--- src/pio_pkg.sv ---
// Constants shared by the parallel port block and its pin synchroniser.
// Assumes a 50 MHz AHB-Lite clock and registers of at most a byte, one per word.
package pio_pkg;
	localparam int PIN_W = 27;
	localparam int P1_BASE = 8;
	localparam int P2_BASE = 16;
	localparam int P3_BASE = 19;

	// Register indices; byte address is four times the index
	localparam logic [7:0] IDX_P0_LAT  = 8'h00;
	localparam logic [7:0] IDX_P1_LAT  = 8'h01;
	localparam logic [7:0] IDX_P2_LAT  = 8'h02;
	localparam logic [7:0] IDX_P3_LAT  = 8'h03;
	localparam logic [7:0] IDX_P0_PIN  = 8'h08;
	localparam logic [7:0] IDX_P2_PIN  = 8'h0A;
	localparam logic [7:0] IDX_P1_DIR  = 8'h0D;
	localparam logic [7:0] IDX_P3_DIR  = 8'h0E;
	localparam logic [7:0] IDX_ADC_CR1 = 8'h1C;
	localparam logic [7:0] IDX_EINT_CR = 8'h37;
	localparam logic [7:0] IDX_NONE    = 8'hFF;

	// Values after reset
	localparam logic [7:0] P0_LAT_RST  = 8'hFF;
	localparam logic [7:0] P1_LAT_RST  = 8'h00;
	localparam logic [2:0] P2_LAT_RST  = 3'h7;
	localparam logic [7:0] P3_LAT_RST  = 8'h00;
	localparam logic [7:0] DIR_RST     = 8'h00;
	localparam logic [7:0] ADC_CR1_RST = 8'h10;
	localparam logic [7:0] EINT_CR_RST = 8'h00;

	// Field positions
	localparam int ADC_DIS_BIT  = 4;
	localparam int ADC_SEL_LSB  = 0;
	localparam int ADC_SEL_W    = 3;
	localparam int EINT_IRQ0_BIT = 6;

	// Bus encodings
	localparam logic [1:0] HTRANS_IDLE   = 2'h0;
	localparam logic [1:0] HTRANS_NONSEQ = 2'h2;
	localparam logic       HRESP_OKAY    = 1'b0;
endpackage

--- src/pio_sync_if.sv ---
// Carrier between the port block and its pin synchroniser.
// Raw pin levels go in, levels in the hclk domain come back.
`timescale 1ns/100ps
interface pio_sync_if;
	logic [pio_pkg::PIN_W-1:0] raw;
	logic [pio_pkg::PIN_W-1:0] sync;

	modport owner (output raw, input sync);
	modport syncer (input raw, output sync);
endinterface

--- src/pio_top.sv ---
// Four parallel ports behind an AHB-Lite slave.
// Assumes one master, word transfers only, pins asynchronous to hclk.
`timescale 1ns/100ps
module pio_top (
	// Clock and reset
	input  wire logic        hclk,
	input  wire logic        hresetn,
	// AHB-Lite slave
	input  wire logic        hsel,
	input  wire logic [31:0] haddr,
	input  wire logic [1:0]  htrans,
	input  wire logic        hwrite,
	input  wire logic [2:0]  hsize,
	input  wire logic [31:0] hwdata,
	input  wire logic        hready,
	output logic      [31:0] hrdata,
	output logic             hreadyout,
	output logic             hresp,
	// Port zero pins
	input  wire logic [7:0]  port_zero_in,
	output logic      [7:0]  port_zero_out,
	output logic      [7:0]  port_zero_oe,
	// Port one pins
	input  wire logic [7:0]  port_one_in,
	output logic      [7:0]  port_one_out,
	output logic      [7:0]  port_one_oe,
	// Port two pins
	input  wire logic [2:0]  port_two_in,
	output logic      [2:0]  port_two_out,
	output logic      [2:0]  port_two_oe,
	// Port three pins
	input  wire logic [7:0]  port_three_in,
	output logic      [7:0]  port_three_out,
	output logic      [7:0]  port_three_oe,
	// System mode
	input  wire logic        dual_clock_mode,
	// To interrupt and converter logic
	output logic             ext_irq_zero_input,
	output logic             ext_irq_five_fall,
	output logic      [7:0]  analog_channel_onehot,
	output logic             analog_enable
);
	typedef struct packed {
		logic [7:0]  p0_lat;
		logic [7:0]  p1_lat;
		logic [2:0]  p2_lat;
		logic [7:0]  p3_lat;
		logic [7:0]  p1_dir;
		logic [7:0]  p3_dir;
		logic [7:0]  adc_cr1;
		logic [7:0]  eint_cr;
		logic        wr_pend;
		logic [7:0]  wr_idx;
		logic [31:0] rdata;
		logic        p20_prev;
		logic        irq5_fall;
	} pio_top_s;

	pio_top_s st_r;
	pio_top_s st_nxt;

	pio_sync_if pins_if ();

	logic [7:0] p0_pin;
	logic [7:0] p1_pin;
	logic [2:0] p2_pin;
	logic [7:0] p3_pin;
	logic [7:0] ana_mask;
	logic [7:0] ana_mask_nxt;
	logic [7:0] rd_idx;
	logic       take;

	// Word index of a byte address; anything outside the map decodes to none
	function automatic logic [7:0] reg_index(input logic [31:0] addr);
		logic [7:0] idx;
		idx = addr[9:2];
		if (addr[31:10] != 22'h000000 || addr[1:0] != 2'h0) begin
			idx = pio_pkg::IDX_NONE;
		end
		return idx;
	endfunction

	// One-hot analog pin, or none while the converter input is disabled
	function automatic logic [7:0] analog_mask(input logic [7:0] cr1);
		logic [7:0] m;
		m = 8'h00;
		if (!cr1[pio_pkg::ADC_DIS_BIT]) begin
			m[cr1[pio_pkg::ADC_SEL_LSB +: pio_pkg::ADC_SEL_W]] = 1'b1;
		end
		return m;
	endfunction

	// Mixed-direction read: latch where driven, live pin elsewhere
	function automatic logic [7:0] mixed_read(
		input logic [7:0] dir,
		input logic [7:0] lat,
		input logic [7:0] pin
	);
		return (dir & lat) | (~dir & pin);
	endfunction

	// Words that hold state; pin words and holes in the map take no write
	function automatic logic reg_writable(input logic [7:0] idx);
		logic ok;
		ok = 1'b0;
		unique case (idx)
			pio_pkg::IDX_P0_LAT, pio_pkg::IDX_P1_LAT, pio_pkg::IDX_P2_LAT, pio_pkg::IDX_P3_LAT,
			pio_pkg::IDX_P1_DIR, pio_pkg::IDX_P3_DIR, pio_pkg::IDX_ADC_CR1, pio_pkg::IDX_EINT_CR: begin
				ok = 1'b1;
			end
			default: begin
				ok = 1'b0;
			end
		endcase
		return ok;
	endfunction

	// State after a data-phase write of one word
	function automatic pio_top_s write_word(
		input pio_top_s    s,
		input logic [7:0]  idx,
		input logic [31:0] data
	);
		pio_top_s n;
		n = s;
		unique case (idx)
			pio_pkg::IDX_P0_LAT: begin
				n.p0_lat = data[7:0];
			end
			pio_pkg::IDX_P1_LAT: begin
				n.p1_lat = data[7:0];
			end
			pio_pkg::IDX_P2_LAT: begin
				n.p2_lat = data[2:0];
			end
			pio_pkg::IDX_P3_LAT: begin
				n.p3_lat = data[7:0];
			end
			pio_pkg::IDX_P1_DIR: begin
				n.p1_dir = data[7:0];
			end
			pio_pkg::IDX_P3_DIR: begin
				n.p3_dir = data[7:0];
			end
			pio_pkg::IDX_ADC_CR1: begin
				n.adc_cr1 = data[7:0];
			end
			pio_pkg::IDX_EINT_CR: begin
				n.eint_cr = data[7:0];
			end
			default: begin
				n.wr_pend = 1'b0;
			end
		endcase
		return n;
	endfunction

	// Read value of one word, taken from the state that the access will see
	function automatic logic [31:0] read_word(
		input logic [7:0] idx,
		input pio_top_s   s,
		input logic [7:0] p0,
		input logic [7:0] p1,
		input logic [2:0] p2,
		input logic [7:0] p3,
		input logic [7:0] amask
	);
		logic [31:0] w;
		w = 32'h00000000;
		unique case (idx)
			pio_pkg::IDX_P0_LAT: begin
				w[7:0] = s.p0_lat;
			end
			pio_pkg::IDX_P0_PIN: begin
				w[7:0] = p0;
			end
			pio_pkg::IDX_P1_LAT: begin
				w[7:0] = mixed_read(s.p1_dir, s.p1_lat, p1);
			end
			pio_pkg::IDX_P2_LAT: begin
				w[2:0] = s.p2_lat;
			end
			pio_pkg::IDX_P2_PIN: begin
				w[2:0] = p2;
			end
			pio_pkg::IDX_P3_LAT: begin
				w[7:0] = mixed_read(s.p3_dir, s.p3_lat, p3) & ~amask;
			end
			pio_pkg::IDX_P1_DIR: begin
				w[7:0] = s.p1_dir;
			end
			pio_pkg::IDX_P3_DIR: begin
				w[7:0] = s.p3_dir;
			end
			pio_pkg::IDX_ADC_CR1: begin
				w[7:0] = s.adc_cr1;
			end
			pio_pkg::IDX_EINT_CR: begin
				w[7:0] = s.eint_cr;
			end
			default: begin
				w = 32'h00000000;
			end
		endcase
		return w;
	endfunction

	assign pins_if.raw = {port_three_in, port_two_in, port_one_in, port_zero_in};

	pio_sync u_sync (
		.hclk    (hclk),
		.hresetn (hresetn),
		.pins    (pins_if.syncer)
	);

	assign p0_pin = pins_if.sync[7:0];
	assign p1_pin = pins_if.sync[pio_pkg::P1_BASE +: 8];
	assign p2_pin = pins_if.sync[pio_pkg::P2_BASE +: 3];
	assign p3_pin = pins_if.sync[pio_pkg::P3_BASE +: 8];

	assign take   = hsel & hready & (htrans == pio_pkg::HTRANS_NONSEQ || htrans == 2'h3);
	assign rd_idx = reg_index(haddr);

	assign ana_mask     = analog_mask(st_r.adc_cr1);
	assign ana_mask_nxt = analog_mask(st_nxt.adc_cr1);

	always_comb begin
		st_nxt           = st_r;
		st_nxt.wr_pend   = 1'b0;
		st_nxt.irq5_fall = 1'b0;

		// Data phase of an earlier write; only words that hold state take it
		if (st_r.wr_pend && reg_writable(st_r.wr_idx)) begin
			st_nxt = write_word(st_nxt, st_r.wr_idx, hwdata);
		end

		if (take && hwrite) begin
			st_nxt.wr_pend = 1'b1;
			st_nxt.wr_idx  = rd_idx;
		end

		// Sample in address phase
		// Uses next-state latches so a read right after a write sees the new value
		if (take && !hwrite) begin
			st_nxt.rdata = read_word(rd_idx, st_nxt, p0_pin, p1_pin, p2_pin, p3_pin, ana_mask_nxt);
		end

		// Falling edge of port two pin zero
		// Watches the pin, so an edge we drive ourselves is caught as well
		st_nxt.p20_prev  = p2_pin[0];
		st_nxt.irq5_fall = st_r.p20_prev & ~p2_pin[0];
	end

	always_ff @(posedge hclk or negedge hresetn) begin
		if (!hresetn) begin
			st_r.p0_lat    <= pio_pkg::P0_LAT_RST;
			st_r.p1_lat    <= pio_pkg::P1_LAT_RST;
			st_r.p1_dir    <= pio_pkg::DIR_RST;
			st_r.p2_lat    <= pio_pkg::P2_LAT_RST;
			st_r.p3_lat    <= pio_pkg::P3_LAT_RST;
			st_r.p3_dir    <= pio_pkg::DIR_RST;
			st_r.adc_cr1   <= pio_pkg::ADC_CR1_RST;
			st_r.eint_cr   <= pio_pkg::EINT_CR_RST;
			st_r.wr_pend   <= 1'b0;
			st_r.wr_idx    <= pio_pkg::IDX_NONE;
			st_r.rdata     <= 32'h00000000;
			st_r.p20_prev  <= 1'b1;
			st_r.irq5_fall <= 1'b0;
		end else begin
			st_r <= st_nxt;
		end
	end

	// Zero wait states; every access completes with OKAY
	assign hreadyout = 1'b1;
	assign hresp     = pio_pkg::HRESP_OKAY;
	assign hrdata    = st_r.rdata;

	// Pin drive, one slice per bit so each pin's override stands on its own
	genvar b;
	generate
		for (b = 0; b < 8; b++) begin : g_port_eight
			// Port zero from latch
			// Open drain: a one in the latch releases the pin so it can be an input
			assign port_zero_out[b] = 1'b0;
			if (b == 0) begin : g_irq_pin
				assign port_zero_oe[b] = ~st_r.p0_lat[b] & ~st_r.eint_cr[pio_pkg::EINT_IRQ0_BIT];
			end else begin : g_plain_pin
				assign port_zero_oe[b] = ~st_r.p0_lat[b];
			end

			assign port_one_out[b] = st_r.p1_lat[b];
			assign port_one_oe[b]  = st_r.p1_dir[b];

			// Analog overrides direction
			// The latch is kept, so leaving analog mode restores the old drive at once
			assign port_three_out[b] = st_r.p3_lat[b];
			assign port_three_oe[b]  = st_r.p3_dir[b] & ~ana_mask[b];
		end

		for (b = 0; b < 3; b++) begin : g_port_two
			assign port_two_out[b] = 1'b0;
			if (b == 0) begin : g_edge_pin
				// Stays a port pin; its edge detector watches the pin, not the latch
				assign port_two_oe[b] = ~st_r.p2_lat[b];
			end else begin : g_crystal_pin
				// Crystal owns pins one and two while dual_clock_mode is set
				assign port_two_oe[b] = ~st_r.p2_lat[b] & ~dual_clock_mode;
			end
		end
	endgenerate

	// Active low, held high while the pin is a plain port
	assign ext_irq_zero_input    = st_r.eint_cr[pio_pkg::EINT_IRQ0_BIT] ? p0_pin[0] : 1'b1;
	assign ext_irq_five_fall     = st_r.irq5_fall;
	assign analog_channel_onehot = ana_mask;
	assign analog_enable         = ~st_r.adc_cr1[pio_pkg::ADC_DIS_BIT];
endmodule

--- src/pio_sync.sv ---
// Two-flop synchroniser for every port pin input.
// Assumes pins are asynchronous to hclk; bus logic reads only the second stage.
`timescale 1ns/100ps
module pio_sync (
	// Clock and reset
	input  wire logic  hclk,
	input  wire logic  hresetn,
	// Pin levels
	pio_sync_if.syncer pins
);
	typedef struct packed {
		logic [pio_pkg::PIN_W-1:0] s1;
		logic [pio_pkg::PIN_W-1:0] s2;
	} pio_sync_s;

	pio_sync_s st_r;
	pio_sync_s st_nxt;

	always_comb begin
		st_nxt    = st_r;
		st_nxt.s1 = pins.raw;
		st_nxt.s2 = st_r.s1;
	end

	always_ff @(posedge hclk or negedge hresetn) begin
		if (!hresetn) begin
			// Reset to the idle level of the pulled-up pins, so no false falling edge follows reset
			st_r <= '1;
		end else begin
			st_r <= st_nxt;
		end
	end

	assign pins.sync = st_r.s2;
endmodule

--- config.mk ---
export PLATFORM = sky130hd
export DESIGN_NAME = pio_top
export DESIGN_NICKNAME = d
export VERILOG_FILES = /design/src/pio_pkg.sv /design/src/pio_sync_if.sv /design/src/pio_top.sv /design/src/pio_sync.sv
export SDC_FILE = /design/constraint.sdc
export NUM_CORES = 1
export LEC_CHECK = 0
export ABC_AREA = 1
export BUFFER_PORTS_ARGS = -buffer_cell sky130_fd_sc_hd__buf_2
export CELL_PAD_IN_SITES_DETAIL_PLACEMENT = 0
export CELL_PAD_IN_SITES_GLOBAL_PLACEMENT = 1
export CORE_UTILIZATION = 40
export CTS_CLUSTER_SIZE = 28
export DETAILED_ROUTE_END_ITERATION = 8
export PLACE_DENSITY = 0.82
export SLEW_MARGIN = 15
export SYNTH_ARGS = -nofsm -noshare
export SYNTH_HDL_FRONTEND = slang
export SYNTH_SLANG_ARGS = --single-unit
--- constraint.sdc ---
create_clock -name hclk -period 5.7 [get_ports hclk]
set_input_delay 0.855 -clock hclk [delete_from_list [all_inputs] [get_ports hclk]]
set_output_delay 0.855 -clock hclk [all_outputs]
set_load 0.01 [all_outputs]
==> results by group <==
GRT
  • Total global routing overflow: 0
  • Global-route wire length before repair: 26,700 um
  • Vias in the first global route: 4,955
  • GR Util All Layers: 20.4%
  • Initial antenna violation count: 0
  • Pin count of the biggest net entering global routing: 72

Floorplan
  • Placement Rows: 47
  • DIE AREA: 0.0174 mm2
  • Die X-Extent: 132 um
  • Initial cell density of the core: 41.0%
  • IO Pins: 201
  • Die H: 132 um
  • Core area: 0.0165 mm2

Cells and area
  • ANT cells: 0
  • Sequential cell area: 0.00340 mm2
  • Area occupied by multi-input gates: 0.00252 mm2
  • Finished Core Util: 47.4%
  • Layout area overhead: 15.7%
  • Share of layout cells above drive strength 1: 31.7%
  • Fin nets: 1,045
  • Fillers: 1,671

Power
  • Leakage: 4.27 nW
  • NetSw: 0.641 mW
  • Net Sw Frac: 27.2%
  • VDD IR max: 0.201 mV
  • Flop pwr share: 44.7%
  • Combinational Power Share: 9.2%
  • Internal power: 1.71 mW
  • Clock power frac: 46.1%
  • Power Dens Cells: 300 mW/mm2

Timing
  • Final Skew: 0.00995 ns
  • Setup violations, final: 0
  • Peak Freq: 358 MHz
  • RSZ-0062 raised after global routing: false
  • Slew Limit Fails: 0
  • Setup TNS: 0 ns
  • Fin crit share: 48.9%
  • Tmin final: 2.79 ns
  • Slew headroom: 42.3%
  • Final Hold Fails: 0
  • Slew @ Worst Pin: 0.865 ns

Critical path
  • CP Capture Type: flop
  • Critical Path AT: 3.15 ns
  • R2r setup slk: 2.91 ns
  • Worst setup SP type: flop
  • Beginning of the worst register-to-register path: st_r[42]
  • Reg2Reg Depth: 10
  • Critical path class: reg -> reg
  • CP required: 6.06 ns
  • RR Endpoint: hrdata[4]
  • CP Max Fanout: 26

Clock network
  • H-tree levels: 4
  • TritonCTS buffer count: 17
  • CTS tree: yes
  • Post-CTS Setup Inserts: 0
  • CTS Hold Buffers Added: 0
  • Clock buffer depth: 2
  • Clk pin slew, worst setup/hold paths: 0.07 ns
  • Resized Gates After CTS: 0
  • Clk root buf: clkbuf_16
  • Sink Count: 132
  • Worst-Skew Late Latency: 0.42 ns

Detailed routing
  • DRT Pass-1 Iters: 5
  • Detail Route Antenna Nets: 0
  • Via count: 5,309
  • Initial DRC count: 389
  • DRC viols: 0
  • Routed WL per cell: 14.2 um
  • Vias per cell: 4.51
  • Wirelength, routed: 16,700 um

Placement
  • PortBufs: 135
  • GP Congestion: 0.854
  • DPL Wire Length: 12,600 um

Synth
  • Synth cell types: 29
  • Largest family of logic cells by synthesized area: simple AND/OR/NAND/NOR gates
  • #FFs+latches synth: 132
  • Synth Area in XOR/XNOR: 0%
  • Post-synth EDFFs: 0
  • Synth Area in Compound Gates: 6.23%
  • Synth Area in Simple Gates: 29.0%
  • Ys Warns: 0
  • Register area share after synthesis: 50.2%
  • Avg Inst Size Synth: 8.11 um2
  • Most used flip-flop cell after synthesis: dfstp_2
  • Post-Synthesis Cells: 835
  • Post-synth ARST share: 100%
  • Adder-cell area share of the yosys netlist: 0%
  • Synthesized cell area: 0.00677 mm2
  • Mux cell area share after synthesis: 0%

Flow run
  • Max-cap violations: 0

Hold path
  • Worst hold path type: reg -> reg
  • Worst Hold End: u_sync.pins.sync[13]
  • Hold Path Origin: u_sync.st_nxt[13]
  • Worst hold path cell count: 0

Run status
  • Status: complete, no violations
==> registers in the layout, summed over array words and instances (netlist names) <==
register / cells
ext_irq_five_fall: 1
hrdata: 8
port_one_oe: 8
port_one_out: 8
port_three_out: 8
st_r: 45
u_sync.pins.sync: 27
u_sync.st_nxt: 27
==> critical path, stage by stage (launching register included) <==
cell	delay, ns
dfrtp_1	0.91
nand3_1	0.71
o21ai_0	0.44
nand2_1	0.09
nand2_1	0.08
nand2_1	0.09
nor2_1	0.09
nor2_1	0.05
nand3b_1	0.11
nand2_1	0.06
nand2_1	0.08
==> stage by stage <==
step / hold slack, ns / power, mW / area [um2] / setup WS, ns / instances
6_report: 0.354 / 2.35 / 7830 / 2.91 / 1176
5_1_grt: 0.355 / 2.45 / 7830 / 2.59 / 1176
4_1_cts: 0.356 / 2.37 / 7830 / 2.92 / 1176
2_1_floorplan: 0.345 / 1.21 / 6900 / 3.44 / 870
3_5_place_dp: 0.347 / 1.28 / 7250 / 2.54 / 1144
3_3_place_gp: 0.346 / 1.28 / 7250 / 2.56 / 1144
==> power by group through the flow <==
stage / clock network (mW) / logic (mW) / registers [mW]
after floorplan: 0 / 0.158 / 1.06
after global placement: 0 / 0.214 / 1.06
after detailed placement: 0 / 0.217 / 1.07
after CTS: 1.10 / 0.218 / 1.05
after global routing: 1.14 / 0.249 / 1.06
final: 1.08 / 0.216 / 1.05
==> kinds of logic after synthesis <==
family | count (synthesis)
buf+inv | 180
other cells | 2
flops | 132
compound gates | 73
simple gates | 448
==> area by class of cell <==
cell class,instances,area share [%]
Sequential cell,132,43.4
Multi-Input combinational cell,558,32.2
Timing Repair Buffer,136,8.75
Clock buffer,17,5.43
Inverter,98,4.70
Tap cell,220,3.51
Clock inverter,15,2.04
==> metal layers <==
metal	track usage, %	vias to the layer above	routed length [um]
li1	-	2697	-
met1	28.5	2411	7930
met2	31.0	185	7480
met3	5.15	16	1060
met4	6.07	0	197
met5	0	-	0
==> synth_stat cells, types with 9 or more instances <==
master	instances	area, um2
nor2_1	83	312
nand2_1	243	912
nor2_2	17	106
dfstp_2	75	1970
buf_4	72	541
o21ai_2	9	78.8
o21ai_1	17	85.1
nand2_2	11	68.8
dfrtp_1	57	1430
inv_1	91	342
o21ai_0	41	205
nand3_1	74	370
==> worst max path at each step <==
stage          startpoint        end  slack, ns  depth (start not counted)
4_1_cts          st_r[42]  hrdata[4]       2.92                         10
5_1_grt          st_r[42]  hrdata[4]       2.59                         10
2_1_floorplan   haddr[29]  hrdata[0]       3.44                         14
3_3_place_gp    haddr[31]  hrdata[6]       2.56                         16
6_report         st_r[42]  hrdata[4]       2.91                         10
3_5_place_dp    haddr[31]  hrdata[6]       2.54                         16
==> cells in the final DEF, fill, tap and decap left out, drive strengths merged, types with 2 or more instances in the layout <==
master    Yosys  routed
clkbuf        2      17
nand3        76      76
clkinvlp      0       2
o21ai        69      69
inv          98     109
buf          80     136
dfrtp        57      57
nand4         4       4
dfstp        75      75
conb          2      37
nor2        107     107
nor3          2       2
a21oi         4       4
nand2       256     256
No activity file was read; power rests on OpenSTA's default activity.
